[src/hdl/adc_acc_params.svh]
/*
 Register offsets, field positions, reset values and timing constants for
 the converter accumulator and burst power-up control.
 Assumes inclusion by bare name from the design files.
*/
`ifndef ADC_ACC_PARAMS_SVH
`define ADC_ACC_PARAMS_SVH

// ==========================================================
// Register map (both registers share one address, paged)
// ==========================================================
`define ACC_CONFIG_ADDR      8'hba
`define PWRUP_TIME_ADDR      8'hba
`define ACC_CONFIG_PAGE      4'h0
`define PWRUP_TIME_PAGE      4'hf
`define ACC_CONFIG_RESET     8'h00
`define PWRUP_FIELD_RESET    4'hf

// ==========================================================
// Field positions
// ==========================================================
`define ACC_EN_BIT           6
`define SJ_MSB               5
`define SJ_LSB               3
`define RPT_MSB              2
`define RPT_LSB              0
`define PWR_MSB              3
`define PWR_LSB              0

// ==========================================================
// Shift-justify codes
// ==========================================================
`define SJ_RIGHT0            3'h0
`define SJ_RIGHT1            3'h1
`define SJ_RIGHT2            3'h2
`define SJ_RIGHT2B           3'h3
`define SJ_LEFT              3'h4

// ==========================================================
// Repeat-count codes and the burst length each selects
// ==========================================================
`define RPT_CODE_1           3'h0
`define RPT_CODE_4           3'h1
`define RPT_CODE_8           3'h2
`define RPT_CODE_16          3'h3
`define RPT_CODE_32          3'h4
`define RPT_CODE_64          3'h5
`define RPT_LEN_1            7'h01
`define RPT_LEN_4            7'h04
`define RPT_LEN_8            7'h08
`define RPT_LEN_16           7'h10
`define RPT_LEN_32           7'h20
`define RPT_LEN_64           7'h40

// ==========================================================
// Timing
// ==========================================================
`define MCLK_PERIOD_NS       100
`define PWRUP_STEP_NS        400
`define PWRUP_STEP_CYC \
   ((`PWRUP_STEP_NS + `MCLK_PERIOD_NS - 1) / `MCLK_PERIOD_NS)

`endif

[src/hdl/adc_acc_pkg.sv]
/*
 Types shared by the accumulator control block.
 Assumes nothing beyond a SystemVerilog compiler.
*/
package adc_acc_pkg;

   typedef enum logic [1:0] {
      ST_IDLE,
      ST_POWERUP,
      ST_CONVERT
   } burst_state_type;

   typedef struct packed {
      logic       accumulate_enable;
      logic [2:0] shift_justify_select;
      logic [2:0] repeat_count;
   } acc_config_type;

   typedef struct packed {
      logic [7:0] addr;
      logic [3:0] page;
      logic [7:0] wdata;
      logic       wr;
   } reg_req_type;

endpackage

[src/hdl/adc_accumulator_burst_power.sv]
/*
 Converter accumulator and burst power-up control. Holds the accumulator
 configuration and power-up time registers, the 16-bit running sum and
 the burst sequencer. Assumes register access pulses synchronous to
 mclk_i, and a converter that pulses conv_done_i once per conversion.
*/
`timescale 1ns/1ps
`include "adc_acc_params.svh"
module adc_accumulator_burst_power
   import adc_acc_pkg::*;
#(
   parameter int ACC_W = 16,
   parameter int RES_W = 10
)
(
   // Clock and reset
   input  wire logic             mclk_i,
   input  wire logic             resetn_i,
   // Register access
   input  wire reg_req_type      req_i,
   input  wire logic             rd_i,
   input  wire logic             res_low_wr_i,
   input  wire logic             res_high_wr_i,
   input  wire logic             done_clear_i,
   // Control bits from the converter control register
   input  wire logic             burst_mode_enable_i,
   input  wire logic             converter_enable_i,
   input  wire logic             soc_i,
   // Converter
   input  wire logic             conv_done_i,
   input  wire logic [RES_W-1:0] conv_data_i,
   // Outputs
   output logic      [7:0]       rdata_o,
   output logic      [7:0]       result_low_byte_o,
   output logic      [7:0]       result_high_byte_o,
   output logic                  conversion_done_flag_o,
   output logic                  converter_power_o,
   output logic                  conv_start_o,
   output logic                  use_lp_osc_o
);

   // ==========================================================
   // State
   // ==========================================================
   typedef struct packed {
      burst_state_type  st;
      acc_config_type   cfg;
      logic [3:0]       pwr;
      logic [ACC_W-1:0] acc;
      logic [6:0]       left;
      logic [11:0]      dly;
      logic             done;
      logic             pwr_on;
      logic             start;
      logic             lp_osc;
      logic [7:0]       rdata;
      logic [7:0]       res_lo;
      logic [7:0]       res_hi;
   } state_type;

   state_type s_q;
   state_type s_d;
   logic [ACC_W-1:0] view;
   logic [6:0]       burst_len;
   logic             cfg_hit;
   logic             pwr_hit;

   // ==========================================================
   // Read formatting
   // ==========================================================
   result_formatter #(.WIDTH(ACC_W)) i_result_formatter
   (
      .sum_i  (s_q.acc),
      .code_i (s_q.cfg.shift_justify_select),
      .view_o (view)
   );

   always_comb
   begin
      case (s_q.cfg.repeat_count)
         `RPT_CODE_1:  burst_len = `RPT_LEN_1;
         `RPT_CODE_4:  burst_len = `RPT_LEN_4;
         `RPT_CODE_8:  burst_len = `RPT_LEN_8;
         `RPT_CODE_16: burst_len = `RPT_LEN_16;
         `RPT_CODE_32: burst_len = `RPT_LEN_32;
         `RPT_CODE_64: burst_len = `RPT_LEN_64;
         default:      burst_len = `RPT_LEN_1;
      endcase
   end

   assign cfg_hit = req_i.addr == `ACC_CONFIG_ADDR
                    && req_i.page == `ACC_CONFIG_PAGE;
   assign pwr_hit = req_i.addr == `PWRUP_TIME_ADDR
                    && req_i.page == `PWRUP_TIME_PAGE;

   // ==========================================================
   // Next state
   // ==========================================================
   always_comb
   begin
      s_d       = s_q;
      s_d.start = 1'b0;
      // Register writes
      if (req_i.wr && cfg_hit)
      begin
         s_d.cfg.accumulate_enable    = req_i.wdata[`ACC_EN_BIT];
         s_d.cfg.shift_justify_select = req_i.wdata[`SJ_MSB:`SJ_LSB];
         s_d.cfg.repeat_count         = req_i.wdata[`RPT_MSB:`RPT_LSB];
      end
      if (req_i.wr && pwr_hit)
         s_d.pwr = req_i.wdata[`PWR_MSB:`PWR_LSB];
      // Reads: bit 6 hidden, upper power bits zero
      if (rd_i && cfg_hit)
         s_d.rdata = {2'b00, s_q.cfg.shift_justify_select,
                      s_q.cfg.repeat_count};
      else if (rd_i && pwr_hit)
         s_d.rdata = {4'h0, s_q.pwr};
      // Software writes to the pair; zero clears the running sum
      if (res_low_wr_i)
         s_d.acc[7:0] = req_i.wdata;
      if (res_high_wr_i)
         s_d.acc[ACC_W-1:8] = req_i.wdata;
      // Clear first, so a done set later in this cycle wins over it
      if (done_clear_i)
         s_d.done = 1'b0;
      s_d.lp_osc = burst_mode_enable_i;
      if (!burst_mode_enable_i)
      begin
         s_d.st     = ST_IDLE;
         s_d.pwr_on = converter_enable_i;
         if (soc_i && converter_enable_i)
            s_d.start = 1'b1;
         if (conv_done_i)
         begin
            if (s_q.cfg.accumulate_enable)
               s_d.acc = s_q.acc + ACC_W'(conv_data_i);
            else
               s_d.acc = ACC_W'(conv_data_i);
            s_d.done = 1'b1;
         end
      end
      else
      begin
         case (s_q.st)
            ST_IDLE:
            begin
               s_d.pwr_on = converter_enable_i;
               if (soc_i)
               begin
                  s_d.acc  = '0;
                  s_d.left = burst_len;
                  if (converter_enable_i)
                  begin
                     s_d.start = 1'b1;
                     s_d.st    = ST_CONVERT;
                  end
                  else
                  begin
                     s_d.pwr_on = 1'b1;
                     s_d.dly    = 12'((s_q.pwr + 5'h1)
                                  * `PWRUP_STEP_CYC);
                     s_d.st     = ST_POWERUP;
                  end
               end
            end
            ST_POWERUP:
            begin
               s_d.pwr_on = 1'b1;
               if (s_q.dly <= 12'h001)
               begin
                  s_d.start = 1'b1;
                  s_d.st    = ST_CONVERT;
               end
               else
                  s_d.dly = s_q.dly - 12'h001;
            end
            ST_CONVERT:
            begin
               s_d.pwr_on = 1'b1;
               if (conv_done_i)
               begin
                  s_d.acc  = s_q.acc + ACC_W'(conv_data_i);
                  s_d.left = s_q.left - 7'h1;
                  if (s_q.left == 7'h1)
                  begin
                     s_d.done   = 1'b1;
                     s_d.pwr_on = converter_enable_i;
                     s_d.st     = ST_IDLE;
                  end
                  else
                     s_d.start = 1'b1;
               end
            end
            default: s_d.st = ST_IDLE;
         endcase
      end
      s_d.res_lo = view[7:0];
      s_d.res_hi = view[ACC_W-1:8];
   end

   always_ff @(posedge mclk_i or negedge resetn_i)
   begin
      if (!resetn_i)
      begin
         s_q     <= '0;
         s_q.st  <= ST_IDLE;
         s_q.pwr <= `PWRUP_FIELD_RESET;
      end
      else
         s_q <= s_d;
   end

   assign rdata_o                = s_q.rdata;
   assign result_low_byte_o      = s_q.res_lo;
   assign result_high_byte_o     = s_q.res_hi;
   assign conversion_done_flag_o = s_q.done;
   assign converter_power_o      = s_q.pwr_on;
   assign conv_start_o           = s_q.start;
   assign use_lp_osc_o           = s_q.lp_osc;
endmodule

[src/hdl/result_formatter.sv]
/*
 Read-path formatter: presents the 16-bit accumulator shifted/justified.
 Assumes a stable accumulator value; purely combinational.
*/
`timescale 1ns/1ps
`include "adc_acc_params.svh"
module result_formatter
   import adc_acc_pkg::*;
#(
   parameter int WIDTH = 16
)
(
   // Stored sum and format code
   input  wire logic [WIDTH-1:0] sum_i,
   input  wire logic [2:0]       code_i,
   // Formatted view
   output logic      [WIDTH-1:0] view_o
);

   // Left justify moves a 10-bit result to the top of the word
   localparam int LJ_SHIFT = 6;

   always_comb
   begin
      case (code_i)
         `SJ_RIGHT0:  view_o = sum_i;
         `SJ_RIGHT1:  view_o = sum_i >> 1;
         `SJ_RIGHT2,
         `SJ_RIGHT2B: view_o = sum_i >> 2;
         `SJ_LEFT:    view_o = sum_i << LJ_SHIFT;
         // Reserved codes: show the raw sum rather than garbage
         default:     view_o = sum_i;
      endcase
   end

endmodule

[config.mk]
export PLATFORM = sky130hd
export DESIGN_NAME = adc_accumulator_burst_power
export DESIGN_NICKNAME = d
export VERILOG_FILES = /design/src/hdl/adc_acc_pkg.sv /design/src/hdl/adc_accumulator_burst_power.sv /design/src/hdl/result_formatter.sv
export VERILOG_INCLUDE_DIRS = /design/src /design/src/hdl
export SDC_FILE = /design/constraint.sdc
export NUM_CORES = 1
export LEC_CHECK = 0
export BUFFER_PORTS_ARGS = -buffer_cell sky130_fd_sc_hd__buf_2
export CORE_MARGIN = 1.5
export CORE_UTILIZATION = 35
export CTS_BUF_LIST = sky130_fd_sc_hd__clkbuf_4 sky130_fd_sc_hd__clkbuf_8
export CTS_CLUSTER_DIAMETER = 30
export CTS_CLUSTER_SIZE = 40
export DETAILED_ROUTE_END_ITERATION = 10
export RECOVER_POWER = 25
export SYNTH_ARGS = -nofsm -noshare
export SYNTH_HDL_FRONTEND = slang
export SYNTH_SLANG_ARGS = --single-unit
[constraint.sdc]
create_clock -name mclk_i -period 6.7 [get_ports mclk_i]
set_input_delay 0.335 -clock mclk_i [delete_from_list [all_inputs] [get_ports mclk_i]]
set_output_delay 0.335 -clock mclk_i [all_outputs]
set_load 0.03 [all_outputs]
After elaboration in Yosys (flattened, before gate mapping)
Index checks and enable logic that the tools add are counted.
{ "totals": {"regBits": 76, "in_bits": 41, "output_inout_bits": 28, "word_cells": 93} }
{ "classes": {"addsub": 4, "order_cmp": 1, "n_eq_ne": 23, "n_mux": 34, "n_reduce_logical": 16} }
{ "ops": {"columns": ["operator", "n"], "rows": [
  ["$mux W16", 3],
  ["$pmux W16 S3", 1],
  ["$pmux W23 S2", 1],
  ["$mux W35", 1],
  ["$pmux W7 S5", 1],
  ["$mux W8", 4],
  ["$mux W12", 2],
  ["$pmux W12 S2", 1],
  ["$mux W23", 1],
  ["$add A16 B10 Y16", 1],
  ["$mux W2", 8],
  ["$eq A3 B2 Y1 const B", 4],
  ["$le A12 B1 Y1 const B", 1],
  ["$ne A3 B3 Y1 const B", 4],
  ["$pmux W2 S3", 2],
  ["$sub A12 B1 Y12 const B", 1],
  ["$eq A3 B3 Y1 const B", 3],
  ["$eq A8 B8 Y1 const B", 1],
  ["$ne A2 B2 Y1 const B", 4],
  ["$reduce_and A4 Y1", 2],
  ["$eq A7 B1 Y1 const B", 1],
  ["$logic_and A1 B1 Y1", 7],
  ["$mux W1", 7],
  ["$sub A7 B1 Y7 const B", 1],
  ["other kinds (12)", 16]
]} }

Longest topological paths before layout
{ "logic_depth": {"depth_word": 5, "depth_mapped": 8, "ltp_nobuf": 8} }

Hierarchy
From an unflattened synthesis, not the netlist that was laid out.
{ "hier_totals": {"cells_unflattened": 588, "hier_area_um2": 5143.7} }
{ "by_module_without_submodules": {"columns": ["mod", "instances", "cells_each", "area_each_um2", "seq_area_each_um2"], "rows": [
  ["adc_accumulator_burst_power", 1, 491, 4516.8, 1856.8],
  ["result_formatter", 1, 97, 626.9, 0.0]
]} }

Worst setup path after synthesis
Ideal clock, no wire load.
{ "synth_path": {"kind": "register to register", "from": "register s_q[47] (netlist name)", "to": "register s_q[55] (netlist name)", "setup_time_ns": 0.082, "t_arrival_ns": 2.125, "required_ns": 6.618, "slack_ns": 4.493, "path_stages_with_launch": 8, "path_buffers": 0, "synth_period_minus_slack_ns": 2.207, "path_cell_list": "dfrtp_1 ha_1 fa_1 a21oi_1 o22ai_1 or4_1 o31a_1 a31oi_1"} }
{ "synth_rtl": {"columns": ["item", "line_no", "text"], "rows": [
  ["start, declared", "adc_accumulator_burst_power.sv:61", "state_type s_q;"]
]} }

==> results list <==
- The number of slew-limit violations in the final report came to 75.
- Clock skew on the completed layout was measured at 0.00294 ns.
- Number of max-capacitance violations reported: 1
- Dividing the detail-routed wire length by the instance count gives 17.5 µm.
* Warnings from Yosys: 0
- Run status: complete, but fails checks
* Half-perimeter wire length after detailed placement: 10.3 mm
- After layout, the design draws a total of 1.54 mW.
* Count of nets after finishing: 672
- The detail route stage leaves a number of antenna-violating nets equal to 0.
- Portion of the clock cycle consumed by the worst path in the final layout: 0.530
- For flop-to-flop paths, the worst setup slack is 4.08 ns.
- Number of endpoints failing setup at the final stage: 0
- Counting the fill cells in the layout gives 1,465.
- Number of setup buffers added after CTS: 0
* Vias in the first global route: 4,523
- Routability-driven placement finished with a final weighted congestion of 0.920.
* Pin count of the biggest net entering global routing: 75
- The number of buffers and inverters on the critical path is 1.
* Iteration-0 DRC Markers: 470
- The die covers 15,500 µm².
* Via density per instance: 5.83
- Post-CTS repair changed the size of 0 cells.
* Area inside the core boundary: 14,500 µm²
- Detailed routing inserted a total of 4,685 vias.
* Largest voltage drop on the vdd net: 0.116 mV
* Hold violation count in the final report: 0
- Number of synthesized register bits: 74
- Counting cells, the worst reg-to-reg path comes to 7.
* Number of buffers inserted for hold repair after clock tree synthesis: 0
- The initialized floorplan defines 44 standard-cell rows.
* Total routing usage reported by global routing: 0.184
- Of the synthesized area, sequential elements account for 0.359.
* Failing checks: capacitance limit, slew limit
* Clk Latency, worst-skew pair: 0.37 ns
- After detailed routing, the total wire length is 14.1 mm.
- Final critical-path required period: 3.55 ns
- STA classifies the critical path startpoint as a primary input.
- Largest fanout on the critical path: 74
- The die is 124 µm wide.
- For this run the aggregate overflow at the end of global routing stands at 0.
- Share of layout cells above drive strength 1: 0.187
- Remaining DRCs: 0
- Synthesis produced 597 cells.
- RR Startpoint: s_q[47]
- The area growth from synthesis to layout is 10.1%.
* Maximum level of the CTS H-tree: 3
- Startpoint of the most critical hold path: done_clear_i
* Data required time at the worst endpoint: 6.27 ns
- Number of cells traversed by the worst hold path: 2
- Each instance of the synthesized netlist takes up on average 8.65 µm².
- Initial antenna violation count: 0
- The slowest stage of the critical path is the sky130_fd_sc_hd__clkbuf_1 cell.
- Number of CTS-inserted buffers: 9
- Synth unique cells: 63
- The worst register-to-register path ends at s_q[61].
- The cell sitting at the root of the clock tree is a sky130_fd_sc_hd__clkbuf_8.
* Maximum root-to-sink buffer count: 2
- Clock-pin slew of the registers on the worst-case setup and hold paths: 0.08 ns
* Mapped cell area: 5170 µm²
- Clk sinks: 74
* Total power density per cell area: 271 nW/µm²
- The first global-routing pass estimated 23.1 mm of wire.
* Starting utilization of the core area: 0.357
* Cell family with most CP delay: buffers and inverters
- The worst hold path terminates at conversion_done_flag_o.
- Critical Path Max Stage Delay: 2.75 ns
- Among all flip-flop cells after synthesis, the most frequent one is sky130_fd_sc_hd__dfrtp_1.
- In the final timing run, aggregate negative setup slack is 0 ns.
- Walking the worst path, the cells encountered are clkbuf_1.
- Ant diodes: 0
- Data arrival time of the critical path: 3.12 ns
- In the synthesized netlist the async set-or-reset flop fraction comes to 1.00.
- Critical setup path kind: in2async
* Unrepaired setup endpoints after global routing: no
- Worst slew pin tran: 3.97 ns
- Fmax: 282 MHz
- In this run the vertical extent of the chip is 124 µm.
* Number of optimization iterations in the first detailed-route pass: 5
* Ports: 69
* Worst slew slack as a fraction of its limit: -1.65
- Worst min-delay path class: in2reg
- Counting flops with a built-in enable in the synthesized netlist gives 0.
- TritonCTS built the clock tree.
- Worst setup EP type: asynchronous set/reset pin
- Summed over all cells, the static leakage comes to 2.45 nW.
- PortBufs: 66
[flip-flops by register name, indices dropped and copies added, names as in the netlist]
| register | cells |
|---|---|
| s_q | 48 |
| converter_power_o | 1 |
| use_lp_osc_o | 1 |
| result_low_byte_o | 8 |
| conv_start_o | 1 |
| rdata_o | 6 |
| conversion_done_flag_o | 1 |
| result_high_byte_o | 8 |
[synthesized netlist by cell type (all sizes together), types with 5 or more instances]
master	count	area (µm²)
o22ai	23	144
nor3	12	60.1
nand4	7	43.8
or4	10	83.8
inv	15	56.3
nor2	38	143
clkbuf	31	116
nand2	43	161
a21oi	48	240
nor2b	8	50.1
mux2i	26	260
buf	29	199
o31ai	6	45.0
xor2	8	70.1
or3	5	31.3
o21a	5	37.5
nor4	7	50.1
mux2	18	203
ha	15	188
a31oi	14	87.6
nand2b	8	50.1
dfrtp	70	1750
nand3	17	85.1
xnor2	5	43.8
o211ai	10	88.8
o21ai	58	294
[cell families (layout without fill, tap and decap cells)]
logic type	Yosys count	count (layout)	share of synthesized area
compound gates	197	197	0.236
simple gates	177	177	0.180
other cells	1	2	0.000726
fa+ha+maj	16	16	0.0402
mux	44	44	0.0896
flops	74	74	0.359
xor+xnor	13	13	0.0220
buf+inv	75	97	0.0719
[worst max-delay path by stage]
stage | from | endpoint | slack [ns] | depth (start not counted)
floorplan | s_q[47] | s_q[55] | 4.49 | 7
global placement | conv_data_i[0] | s_q[61] | 4.23 | 8
detailed placement | s_q[47] | s_q[61] | 4.12 | 7
CTS | s_q[47] | s_q[61] | 4.11 | 7
global route | resetn_i | s_q[55] | 2.26 | 1
finish | resetn_i | converter_power_o | 3.15 | 1
[routing by layer]
metal | share of wire | global-route usage
met1 | 0.45 | 0.247
met2 | 0.45 | 0.289
met3 | 0.065 | 0.0348
met4 | 0.032 | 0.0798
met5 | 0 | 0
[where the power goes]
part | internal (mW) | switching, mW
registers | 0.510 | 0.0911
clock network | 0.296 | 0.181
logic | 0.176 | 0.286
[final cells by class]
class / instances / area [µm²] / share of cell area
inverters: 15 / 56.3 / 0.00990
flip-flops and latches: 74 / 1860 / 0.327
clock buffers: 10 / 138 / 0.0242
multi-input cells: 449 / 2940 / 0.517
repair buffers: 66 / 328 / 0.0576
well taps: 184 / 230 / 0.0405
clock inverters: 6 / 136 / 0.0240
[stage by stage]
step	hold WS (ns)	setup slack [ns]	utilization	cells	area (µm²)
detailed placement	0.495	4.12	0.374	788	5420
finish	0.129	3.15	0.393	804	5690
global route	0.132	2.26	0.393	804	5690
CTS	0.120	4.11	0.393	804	5690
global placement	0.474	4.23	0.374	788	5420
floorplan	0.0394	4.49	-	598	5170
[placed cells by master (no fill, tap or decap), types with 3 or more instances in the layout]
cell type	instances
sky130_fd_sc_hd__dfrtp_1	70
sky130_fd_sc_hd__buf_2	64
sky130_fd_sc_hd__o21ai_0	57
sky130_fd_sc_hd__a21oi_1	48
sky130_fd_sc_hd__nand2_1	43
sky130_fd_sc_hd__nor2_1	38
sky130_fd_sc_hd__mux2i_1	26
sky130_fd_sc_hd__o22ai_1	23
sky130_fd_sc_hd__mux2_2	18
sky130_fd_sc_hd__nand3_1	17
sky130_fd_sc_hd__inv_1	15
sky130_fd_sc_hd__ha_1	15
sky130_fd_sc_hd__a31oi_1	14
sky130_fd_sc_hd__nor3_1	12
sky130_fd_sc_hd__clkbuf_8	10
sky130_fd_sc_hd__o211ai_1	9
sky130_fd_sc_hd__nand2b_1	8
sky130_fd_sc_hd__nor2b_1	8
sky130_fd_sc_hd__xor2_1	8
sky130_fd_sc_hd__nand4_1	7
sky130_fd_sc_hd__or4_1	7
sky130_fd_sc_hd__o31ai_1	6
sky130_fd_sc_hd__nor4_1	6
sky130_fd_sc_hd__xnor2_1	5
sky130_fd_sc_hd__o21a_1	5
sky130_fd_sc_hd__or3_1	5
sky130_fd_sc_hd__a21o_1	4
sky130_fd_sc_hd__a211oi_1	4
sky130_fd_sc_hd__and3_1	4
sky130_fd_sc_hd__o221ai_1	4
sky130_fd_sc_hd__bufinv_16	4
sky130_fd_sc_hd__dfstp_2	4
sky130_fd_sc_hd__a22oi_1	3
sky130_fd_sc_hd__or2_2	3
sky130_fd_sc_hd__and3b_1	3
sky130_fd_sc_hd__o21bai_1	3
No activity file was read; power rests on OpenSTA's default activity.
